[config.mk]
export PLATFORM = sky130hd
export DESIGN_NAME = single_wire_program_port
export DESIGN_NICKNAME = d
export VERILOG_FILES = /design/src/program_port_pkg.sv /design/src/slot_if.sv /design/src/slot_timer.sv /design/src/single_wire_program_port.sv
export VERILOG_INCLUDE_DIRS = /design/src
export SDC_FILE = /design/constraint.sdc
export NUM_CORES = 1
export LEC_CHECK = 0
export ABC_AREA = 1
export BUFFER_PORTS_ARGS = -buffer_cell sky130_fd_sc_hd__buf_2
export CAP_MARGIN = 20
export CORE_MARGIN = 8
export CORE_UTILIZATION = 60
export DETAILED_ROUTE_END_ITERATION = 6
export PLACE_DENSITY_LB_ADDON = 0.05
export SYNTH_ARGS = -nofsm -noshare
export SYNTH_HDL_FRONTEND = slang
export SYNTH_SLANG_ARGS = --single-unit
[constraint.sdc]
create_clock -name sys_clk -period 3.8 [get_ports sys_clk]
set_input_delay 0.19 -clock sys_clk [delete_from_list [all_inputs] [get_ports sys_clk]]
set_output_delay 0.19 -clock sys_clk [all_outputs]
set_load 0.02 [all_outputs]
[src/single_wire_program_port_defines.svh]
// Constants of the single-wire programming port: timing, codes, field positions and reset values.
// Summary of operation
// - Right after the command byte exactly nine data bits move, written or read, least significant bit first.
// - Once the data bits are done, the port only accepts a new transaction after a fresh reset pulse.
// - Every falling edge of the data line restarts the port's slot delay timer.
// - In a write slot the port samples the line when the sample delay expires and takes that level as the bit.
// - In a read slot carrying 0 the port holds the line low until the hold delay expires.
// - In a read slot carrying 1 the port leaves the line alone.
// - Without the programming strap at power-up the part runs normally on its stored configuration.
// - An unprogrammed part holds an all-zero divider word, so the divider divides by two.
// - The default mode word has the prescaler bypass field set to 1.
// - The default mode word has the divide-by-one select field cleared to 0.
// - Each transaction opens with a master reset pulse that the port answers with a presence pulse.
// - After presence the master sends an eight-bit command, least significant bit first.
// - Command 01h writes the divider word and 02h writes the mode word with the following nine bits.
// - Command A1h reads the divider word and A2h reads the mode word in the following nine slots.
`ifndef SINGLE_WIRE_PROGRAM_PORT_DEFINES_SVH
`define SINGLE_WIRE_PROGRAM_PORT_DEFINES_SVH

// ----------------------------------------------------------------------------
// Timing
// ----------------------------------------------------------------------------
`define CLK_PERIOD_NS   4
`define RESET_MIN_NS    480000
`define PRES_WAIT_NS    30000
`define PRES_LEN_NS     120000
`define SAMPLE_NS       30000
`define HOLD_NS         45000

// ----------------------------------------------------------------------------
// Framing and commands
// ----------------------------------------------------------------------------
`define CMD_BITS        8
`define DATA_BITS       9
`define CMD_WR_DIVIDER  8'h01
`define CMD_WR_MODE     8'h02
`define CMD_RD_DIVIDER  8'hA1
`define CMD_RD_MODE     8'hA2

// ----------------------------------------------------------------------------
// Mode word fields and reset values
// ----------------------------------------------------------------------------
`define MODE_ONE_BIT    1
`define MODE_BYPASS_BIT 2
`define MODE_HALF_BIT   3
`define DIVIDER_RESET   9'h000
`define MODE_RESET      9'h034

`endif

[src/program_port_pkg.sv]
// Types shared by the single-wire programming port.
`default_nettype none
package program_port_pkg;

	// Gray-coded along reset, presence, command, data, done.
	typedef enum logic [2:0] {
		ST_IDLE       = 3'b000,
		ST_RESET_LOW  = 3'b001,
		ST_PRES_WAIT  = 3'b011,
		ST_PRES_DRIVE = 3'b010,
		ST_COMMAND    = 3'b110,
		ST_DATA       = 3'b111,
		ST_DONE       = 3'b101,
		ST_NORMAL     = 3'b100
	} state_t;

	typedef enum logic {
		SEL_DIVIDER = 1'b0,
		SEL_MODE    = 1'b1
	} word_sel_t;

endpackage
`default_nettype wire

[src/slot_if.sv]
// Carrier between the slot timer and the port controller.
`timescale 1ns/1ps
`default_nettype none
interface slot_if #(
	parameter int CNT_W = 18
);
	logic             fall;
	logic [CNT_W-1:0] since_fall;

	modport timer (output fall, output since_fall);
	modport user (input fall, input since_fall);
endinterface
`default_nettype wire

[src/slot_timer.sv]
// Delay timer that restarts on each falling edge of the data line.
`timescale 1ns/1ps
`default_nettype none
module slot_timer #(
	parameter int CNT_W = 18
) (
	// Clock and reset
	input  wire logic  sys_clk,
	input  wire logic  rst_n,
	// Data line level
	input  wire logic  dq_in,
	// Timer view
	slot_if.timer      slot
);

	logic             dq_prev;
	logic             next_dq_prev;
	logic [CNT_W-1:0] count;
	logic [CNT_W-1:0] next_count;

	// ----------------------------------------------------------------------------
	// Edge and counter
	// ----------------------------------------------------------------------------
	// The counter saturates so a long low level is still measured once.
	always_comb begin
		next_dq_prev = dq_in;
		next_count   = count;
		if (dq_prev && !dq_in) begin
			next_count = '0;
		end else if (count != {CNT_W{1'b1}}) begin
			next_count = count + 1'b1;
		end
	end

	always_ff @(posedge sys_clk) begin
		if (!rst_n) begin
			dq_prev <= 1'b1;
			count   <= {CNT_W{1'b1}};
		end else begin
			dq_prev <= next_dq_prev;
			count   <= next_count;
		end
	end

	assign slot.fall       = dq_prev && !dq_in;
	assign slot.since_fall = count;

endmodule // slot_timer
`default_nettype wire

[src/single_wire_program_port.sv]
// Device side of the single-wire programming port and its configuration words.
`timescale 1ns/1ps
`default_nettype none
`include "single_wire_program_port_defines.svh"
module single_wire_program_port #(
	parameter int CNT_W          = 18,
	parameter int RESET_MIN_CYC  = (`RESET_MIN_NS + `CLK_PERIOD_NS - 1) / `CLK_PERIOD_NS,
	parameter int PRES_WAIT_CYC  = (`PRES_WAIT_NS + `CLK_PERIOD_NS - 1) / `CLK_PERIOD_NS,
	parameter int PRES_LEN_CYC   = (`PRES_LEN_NS + `CLK_PERIOD_NS - 1) / `CLK_PERIOD_NS,
	parameter int SAMPLE_CYC     = `SAMPLE_NS / `CLK_PERIOD_NS,
	parameter int HOLD_CYC       = (`HOLD_NS + `CLK_PERIOD_NS - 1) / `CLK_PERIOD_NS
) (
	// Clock and reset
	input  wire logic        sys_clk,
	input  wire logic        rst_n,
	// Programming strap, level of the pin at power-up
	input  wire logic        program_strap,
	// Data pin, open drain
	input  wire logic        dq_in,
	output logic             dq_out,
	output logic             dq_oe_n,
	// Configuration words
	output logic [8:0]       divider_word,
	output logic [8:0]       mode_word,
	output logic             prescaler_bypass,
	output logic             divide_by_one_select,
	output logic             prescaler_by_two,
	// Status
	output logic             program_mode,
	output logic             nv_store,
	output logic             nv_store_mode,
	output logic             presence_sent,
	output logic             command_error
);

	// ----------------------------------------------------------------------------
	// State
	// ----------------------------------------------------------------------------
	program_port_pkg::state_t    state;
	program_port_pkg::state_t    next_state;
	program_port_pkg::word_sel_t sel;
	program_port_pkg::word_sel_t next_sel;
	logic [8:0]                  shift;
	logic [8:0]                  next_shift;
	logic [3:0]                  bit_cnt;
	logic [3:0]                  next_bit_cnt;
	logic                        reading;
	logic                        next_reading;
	logic                        slot_open;
	logic                        next_slot_open;
	logic                        drive;
	logic                        next_drive;
	logic [CNT_W-1:0]            pres_cnt;
	logic [CNT_W-1:0]            next_pres_cnt;
	logic [8:0]                  next_divider_word;
	logic [8:0]                  next_mode_word;
	logic                        next_program_mode;
	logic                        next_nv_store;
	logic                        next_nv_store_mode;
	logic                        next_presence_sent;
	logic                        next_command_error;
	logic                        reset_seen;
	logic                        tick;
	logic [8:0]                  shifted_in;

	slot_if #(.CNT_W(CNT_W)) slot ();

	slot_timer #(
		.CNT_W (CNT_W)
	) u_timer (
		.sys_clk (sys_clk),
		.rst_n   (rst_n),
		.dq_in   (dq_in),
		.slot    (slot.timer)
	);

	function automatic logic at(input logic [CNT_W-1:0] cnt, input int n);
		return cnt == n[CNT_W-1:0];
	endfunction

	// ----------------------------------------------------------------------------
	// Slot timing
	// ----------------------------------------------------------------------------
	// A reset pulse is recognised the moment the low level has lasted long enough, in program mode only and in any state but ST_IDLE.
	assign reset_seen = program_mode && !dq_in && at(slot.since_fall, RESET_MIN_CYC);
	// One tick per slot: at the sample point for writes, at the end of the hold for reads.
	assign tick       = slot_open && at(slot.since_fall,
		reading ? HOLD_CYC - 1 : SAMPLE_CYC - 1);
	assign shifted_in = {dq_in, shift[8:1]};

	// ----------------------------------------------------------------------------
	// Next state
	// ----------------------------------------------------------------------------
	always_comb begin
		next_state         = state;
		next_sel           = sel;
		next_shift         = shift;
		next_bit_cnt       = bit_cnt;
		next_reading       = reading;
		next_slot_open     = slot_open;
		next_drive         = drive;
		next_pres_cnt      = pres_cnt;
		next_divider_word  = divider_word;
		next_mode_word     = mode_word;
		next_program_mode  = program_mode;
		next_nv_store      = 1'b0;
		next_nv_store_mode = nv_store_mode;
		next_presence_sent = 1'b0;
		next_command_error = 1'b0;
		case (state)
			program_port_pkg::ST_IDLE: begin
				// The strap is taken on the first edge after reset release.
				next_program_mode = program_strap;
				next_state        = program_strap ? program_port_pkg::ST_DONE
					: program_port_pkg::ST_NORMAL;
			end
			program_port_pkg::ST_RESET_LOW: begin
				if (dq_in) begin
					next_pres_cnt = '0;
					next_state    = program_port_pkg::ST_PRES_WAIT;
				end
			end
			program_port_pkg::ST_PRES_WAIT: begin
				next_pres_cnt = pres_cnt + 1'b1;
				if (at(pres_cnt, PRES_WAIT_CYC - 1)) begin
					next_pres_cnt = '0;
					next_drive    = 1'b1;
					next_state    = program_port_pkg::ST_PRES_DRIVE;
				end
			end
			program_port_pkg::ST_PRES_DRIVE: begin
				next_pres_cnt = pres_cnt + 1'b1;
				if (at(pres_cnt, PRES_LEN_CYC - 1)) begin
					next_drive         = 1'b0;
					next_presence_sent = 1'b1;
					next_bit_cnt       = '0;
					next_slot_open     = 1'b0;
					next_reading       = 1'b0;
					next_state         = program_port_pkg::ST_COMMAND;
				end
			end
			program_port_pkg::ST_COMMAND: begin
				if (slot.fall) begin
					next_slot_open = 1'b1;
				end
				if (tick) begin
					next_slot_open = 1'b0;
					next_shift     = shifted_in;
					next_bit_cnt   = bit_cnt + 1'b1;
					if (bit_cnt == 4'(`CMD_BITS - 1)) begin
						next_bit_cnt = '0;
						next_state   = program_port_pkg::ST_DATA;
						if (shifted_in[8:1] == `CMD_WR_DIVIDER) begin
							next_sel = program_port_pkg::SEL_DIVIDER;
						end else if (shifted_in[8:1] == `CMD_WR_MODE) begin
							next_sel = program_port_pkg::SEL_MODE;
						end else if (shifted_in[8:1] == `CMD_RD_DIVIDER) begin
							next_sel     = program_port_pkg::SEL_DIVIDER;
							next_reading = 1'b1;
							next_shift   = divider_word;
						end else if (shifted_in[8:1] == `CMD_RD_MODE) begin
							next_sel     = program_port_pkg::SEL_MODE;
							next_reading = 1'b1;
							next_shift   = mode_word;
						end else begin
							// Unknown command: stay silent until the next reset pulse.
							next_command_error = 1'b1;
							next_state         = program_port_pkg::ST_DONE;
						end
					end
				end
			end
			program_port_pkg::ST_DATA: begin
				if (slot.fall) begin
					next_slot_open = 1'b1;
					// Only a 0 bit pulls the line; a 1 leaves the slot as the master made it.
					next_drive     = reading && !shift[0];
				end
				if (tick) begin
					next_slot_open = 1'b0;
					next_drive     = 1'b0;
					next_bit_cnt   = bit_cnt + 1'b1;
					next_shift     = reading ? {1'b0, shift[8:1]} : shifted_in;
					if (bit_cnt == 4'(`DATA_BITS - 1)) begin
						next_state = program_port_pkg::ST_DONE;
						if (!reading) begin
							next_nv_store      = 1'b1;
							next_nv_store_mode = (sel == program_port_pkg::SEL_MODE);
							if (sel == program_port_pkg::SEL_MODE) begin
								next_mode_word = shifted_in;
							end else begin
								next_divider_word = shifted_in;
							end
						end
					end
				end
			end
			program_port_pkg::ST_DONE: begin
				next_slot_open = 1'b0;
				next_drive     = 1'b0;
			end
			default: begin
				// Normal operation: the pin belongs to the oscillator, the port never drives it.
				next_drive = 1'b0;
			end
		endcase
		// A reset pulse aborts whatever transfer was under way.
		if (reset_seen && state != program_port_pkg::ST_IDLE) begin
			next_state     = program_port_pkg::ST_RESET_LOW;
			next_drive     = 1'b0;
			next_slot_open = 1'b0;
		end
	end

	// ----------------------------------------------------------------------------
	// Registers
	// ----------------------------------------------------------------------------
	// The words come back to their shipped values on reset; a nonvolatile store
	// outside this block is told of each write through nv_store.
	always_ff @(posedge sys_clk) begin
		if (!rst_n) begin
			state         <= program_port_pkg::ST_IDLE;
			sel           <= program_port_pkg::SEL_DIVIDER;
			shift         <= 9'h000;
			bit_cnt       <= 4'h0;
			reading       <= 1'b0;
			slot_open     <= 1'b0;
			drive         <= 1'b0;
			pres_cnt      <= '0;
			divider_word  <= `DIVIDER_RESET;
			mode_word     <= `MODE_RESET;
			program_mode  <= 1'b0;
			nv_store      <= 1'b0;
			nv_store_mode <= 1'b0;
			presence_sent <= 1'b0;
			command_error <= 1'b0;
		end else begin
			state         <= next_state;
			sel           <= next_sel;
			shift         <= next_shift;
			bit_cnt       <= next_bit_cnt;
			reading       <= next_reading;
			slot_open     <= next_slot_open;
			drive         <= next_drive;
			pres_cnt      <= next_pres_cnt;
			divider_word  <= next_divider_word;
			mode_word     <= next_mode_word;
			program_mode  <= next_program_mode;
			nv_store      <= next_nv_store;
			nv_store_mode <= next_nv_store_mode;
			presence_sent <= next_presence_sent;
			command_error <= next_command_error;
		end
	end

	// ----------------------------------------------------------------------------
	// Outputs
	// ----------------------------------------------------------------------------
	// Open drain: the pin is only ever pulled low.
	assign dq_out               = 1'b0;
	assign dq_oe_n              = !drive;
	assign prescaler_bypass     = mode_word[`MODE_BYPASS_BIT];
	assign divide_by_one_select = mode_word[`MODE_ONE_BIT];
	assign prescaler_by_two     = mode_word[`MODE_HALF_BIT];

endmodule // single_wire_program_port
`default_nettype wire

# ---- Yosys cells after proc, flatten, opt, wreduce, memory -nomap -nowiden
# Cells that the tools add are included.
dict set report op_classes {
  n_addsub 3
  eq_ne 36
  muxes 55
  bitwise 7
  n_reduce_logical 38
}
# operator count
set op_table {}
lappend op_table {{$mux 18} 4}
lappend op_table {{$mux 9} 8}
lappend op_table {{$pmux 18 s3} 1}
lappend op_table {{$add 18x1->18 const B} 2}
lappend op_table {{$ne 3x3->1 const B} 9}
lappend op_table {{$mux 3} 7}
lappend op_table {{$mux 1} 20}
lappend op_table {{$reduce_and 4->1} 5}
lappend op_table {{$eq 18x13->1 const B} 1}
lappend op_table {{$eq 18x14->1} 1}
lappend op_table {{$eq 18x15->1 const B} 1}
lappend op_table {{$eq 18x17->1 const B} 1}
lappend op_table {{$ne 18x18->1 const B} 1}
lappend op_table {{$ne 2x2->1 const B} 9}
lappend op_table {{$pmux 3 s6} 1}
lappend op_table {{$pmux 9 s2} 1}
lappend op_table {{$eq 8x8->1 const B} 2}
lappend op_table {{$mux 4} 4}
lappend op_table {{$reduce_and 8->1} 2}
lappend op_table {{$mux 14} 1}
lappend op_table {{$pmux 4 s3} 1}
lappend op_table {{$reduce_bool 3->1} 4}
lappend op_table {{$reduce_and 5->1} 2}
lappend op_table {{$eq 3x3->1 const B} 3}
lappend op_table {{26 further kinds} 48}
dict set report totals {
  register_bits 80
  in_bits 4
}

# ---- Depth between registers and ports, before layout
dict set report depth {
  ltp_word 9
  mapped_depth 14
}

# ---- Modules after synthesis
# Synthesis repeated with hierarchy kept, for this count alone.
dict set report hier_totals {
  hier_cells 677
  hier_area_um2 4561.9
}
# mod instances cells_per_inst area_each_um2
set modules_own_cells {}
lappend modules_own_cells {single_wire_program_port 1 523 3457.1}
lappend modules_own_cells {slot_timer 1 154 1104.8}

# ---- Least setup slack after synthesis
# Ideal clock, no wire load.
dict set report synth_path {
  kind {reg-to-reg}
  startpoint {register u_timer.count[0] (netlist: u_timer.slot.since_fall[0])}
  endpoint {register u_timer.count[10] (netlist: u_timer.slot.since_fall[10])}
  setup_time_ns 0.137
  arrival_ns 1.583
  required_ns 3.663
  slack_ns 2.080
  stages_incl_launch_ff 13
  n_path_buf 0
  path_cell_list {dfxtp_1 -> ha_1 -> nand2_1 -> inv_1 -> nand2_1 -> nor2_1 -> nand3_1 -> nor3_1 -> nand2_1 -> nand3_1 -> nand2_1 -> inv_1 -> o21ai_0}
}
dict set report synth_between {
  elab_chain_len 3
}
# element line
set synth_rtl {}
lappend synth_rtl {{from (decl)} slot_timer.sv:18} ;# logic [CNT_W-1:0] count;
lappend synth_rtl {{from (signal assigned)} slot_timer.sv:38} ;# count <= {CNT_W{1'b1}};
lappend synth_rtl {{from (signal assigned)} slot_timer.sv:41} ;# count <= next_count;
lappend synth_rtl {{$add 18x1->18} slot_timer.sv:31} ;# next_count = count + 1'b1;
lappend synth_rtl {{$mux 18} slot_timer.sv:30} ;# end else if (count != {CNT_W{1'b1}}) begin
lappend synth_rtl {{$mux 18} slot_timer.sv:28} ;# if (dq_prev && !dq_in) begin
# Parallel ways exist; a longest one is shown, timed or not. The select of a mux whose other input is x is not followed.
# A chain may end at the register's enable or synchronous reset.

# ---- Final worst setup path
dict set report layout_path {
  startpoint {register bit_cnt[0]}
  endpoint {register shift[2]}
}
dict set report layout_between {
  elab_chain_len 4
}
# element line
set layout_rtl {}
lappend layout_rtl {{from (decl)} single_wire_program_port.sv:45} ;# logic [3:0] bit_cnt;
lappend layout_rtl {{from (signal assigned)} single_wire_program_port.sv:241} ;# bit_cnt <= next_bit_cnt;
lappend layout_rtl {{$eq 4x3->1} single_wire_program_port.sv:150} ;# if (bit_cnt == 4'(`CMD_BITS - 1)) begin
lappend layout_rtl {{$mux 9} single_wire_program_port.sv:150}
lappend layout_rtl {{$mux 9} single_wire_program_port.sv:146} ;# if (tick) begin
lappend layout_rtl {{$pmux 9 s2} single_wire_program_port.sv:110} ;# case (state)
lappend layout_rtl {{to (signal assigned)} single_wire_program_port.sv:240} ;# shift <= next_shift;
lappend layout_rtl {{to (decl)} single_wire_program_port.sv:43} ;# logic [8:0] shift;
# Every way passes these cells. The select of a mux whose other input is x is not followed.

==> results.cfg <==
[timing]
tns_ns = 0
slew_headroom = 0.389
rsz0062_at_grt = false
max_clock_freq_mhz = 438
fin_crit_ns = 2.28
period_share = 0.600
worst_pin_slew_ns = 0.916
slew_violations = 0
hold_viol = 0
setup_violations = 0
skew_ns = 0.0109

[critical_path]
crit_required_ns = 4.05
critPathLaunchType = flip-flop
crit_path_max_incr_delay_ns = 0.55
slowest_stage = nor2_1
critPathTopFamily = simple AND/OR/NAND/NOR gates
path_cells = ha_1, nand2_1, nor2_1, inv_1, o31ai_1, nand3_1, o211a_1
crit_type = reg2reg
cp-end-kind = flip-flop
critPathBufInv = 1
crit_fanout = 8
cp.arrival_ns = 2.53

[clocking]
cts_resized = 0
clock_tree.root_cell = clkbuf_8
htree_levels = 3
clk_pin_slew_ns = 0.09
cts_sinks = 80
max-clock-path-buffers = 2
tritoncts = yes
cts_hold_buf = 0
cts_buffers = 9
clk_latency_ns = 0.35
postCtsSetupBuffers = 0

[route]
drc = 0
wl_met3_um = 627
viasPerCell = 5.63
antenna_left = 0
dr.pass1.iters = 5
wl_met1_um = 5250
drt-initial-drc-count = 247
dr_wl_met2_um = 4960
avgRoutedWirePerCell_um = 14.2
top_layer = met4
via_count = 4333
wirelength_um = 10900

[final_layout]
syn_to_final_growth_pct = 7.90
antenna_cells = 0
nNetsFinal = 675
drive_gt1_frac = 0.0939
fin_util = 0.656

[global_route]
grt_pass1_wl_um = 18700
grt_pass1_vias = 4104
grt_start_max_net_pins = 55
antenna_found_initial = 0
grt.total_usage = 0.224
grt_overflow = 0

[synthesis]
syn_area_mm2 = 0.00434
synth_edf_count = 0
async_flop_share = 0
synthCells = 643
synth_area_leaders = dfxtp_1 37%, nand2_1 11%, inv_1 7.4%
ys_warn_count = 0
syn_nets = 652
ys_seq_area_frac = 0.369
ys_types = 44
synth_top_area_frac = 0.369
synth_top_area_cell = dfxtp_1
synth-main-ff-cell = dfxtp_1
avgSynthCellArea_um2 = 6.75
ys_ff_latch = 80

[run_status]
status = finished clean

[floorplan]
initial_utilization = 0.608
dieHeight_um = 101
die_area_mm2 = 0.0102
die_w_um = 101
coreArea_mm2 = 0.00714
fp-row-count = 31
io_pins = 32

[power_and_ir_drop]
p_leak_nw = 2.03
irDropWorstVdd_uv = 253
power_density_mw_per_mm2 = 431

[place]
io_buffers = 30
routabilityCongestion = 0.941
hpwl_um = 7990

[worst_hold_path]
hold_class = in2reg

[job]
maxCapViolCount = 0
-- report_power, final --
group | internal [mW] | switching (mW)
combinational | 0.153 | 0.345
sequential | 0.888 | 0.0624
clock | 0.240 | 0.332
-- tightest hold or removal path: stages --
cell	delay [ns]
buf_2	0.11
nand3_1	0.07
a21oi_1	0.06
-- path summary, 6_finish.rpt --
check	to	cells after the start	from	slack [ns]
setup / recovery	shift[2]	7	bit_cnt[0]	1.52
hold / removal	program_mode	3	program_strap	0.14
setup reg to reg	shift[2]	7	bit_cnt[0]	1.52
hold reg to reg	mode_word[6]	2	mode_word[6]	0.47
-- routing by layer --
layer  vias to the layer above  track usage
met3                        11       0.0345
met4                         0       0.0745
met5                         -            0
met1                      1995        0.298
met2                       148        0.358
li1                       2179            -
-- cell families (layout without fill, tap and decap cells) --
| group | Yosys count | count (layout) | synth area share |
|---|---|---|---|
| simple gates | 307 | 307 | 0.318 |
| compound gates | 134 | 134 | 0.179 |
| buf+inv | 107 | 135 | 0.101 |
| flops | 80 | 80 | 0.369 |
| xor+xnor | 9 | 9 | 0.0182 |
| fa+ha+maj | 5 | 5 | 0.0144 |
| other cells | 1 | 1 | 0.000864 |
-- stage by stage --
| stage | power (mW) | instances | area [um2] | setup slack [ns] | hold WS, ns |
|---|---|---|---|---|---|
| 5_1_grt | 2.14 | 770 | 4680 | 1.31 | 0.155 |
| 4_1_cts | 2.02 | 770 | 4680 | 1.56 | 0.121 |
| 6_report | 2.02 | 770 | 4680 | 1.52 | 0.138 |
| 3_5_place_dp | 1.45 | 754 | 4510 | 1.59 | 0.459 |
| 2_1_floorplan | 1.34 | 643 | 4340 | 2.08 | 0.311 |
| 3_3_place_gp | 1.44 | 754 | 4510 | 1.66 | 0.454 |
-- Yosys cell counts, drive strengths merged, types with 3 or more instances --
master and number:
nand2 127, nor2 74, o21a 3, nand3 55
a211oi 5, o21ai 53, inv 88, buf 8
nand3b 4, nor3 23, nand4 13, nor4 4
a21oi 48, a31oi 5, o211ai 12, ha 5
nor3b 4, clkbuf 10, dfxtp 80, xor2 8
-- cell usage in the layout (no fill, tap or decap), types with 2 or more instances in the layout --
master	instances
nand2_2	3
nand2_1	123
a211oi_1	5
dfxtp_1	80
nor3b_1	3
nor4_1	4
nand3_1	54
xor2_1	8
clkbuf_8	9
o211ai_1	12
buf_2	30
nor3_1	20
inv_1	86
o21ai_2	2
inv_2	2
nand4_1	13
o21a_1	3
a22o_1	2
a31oi_1	5
o311ai_0	2
a21oi_1	48
o21ai_0	49
nor2_1	72
nand3b_1	4
clkinv_2	2
or2_2	2
nor3_2	3
clkinv_4	2
ha_1	5
-- sequential cells by signal, indices dropped and copies added (netlist names), 3 cells and up --
signal                   cells
state                        3
divider_word                 9
pres_cnt                    18
mode_word                    9
bit_cnt                      4
shift                        9
u_timer.slot.since_fall     18
-- layout make-up --
| cell class | instances | area [um2] |
|---|---|---|
| Fill cell | 680 | 2460 |
| Multi-Input combinational cell | 456 | 2300 |
| Sequential cell | 80 | 1600 |
| Inverter | 89 | 334 |
| Timing Repair Buffer | 30 | 150 |
| Clock buffer | 10 | 128 |
| Tap cell | 99 | 124 |
| Clock inverter | 6 | 43.8 |
(Power assumes the default switching activity.)
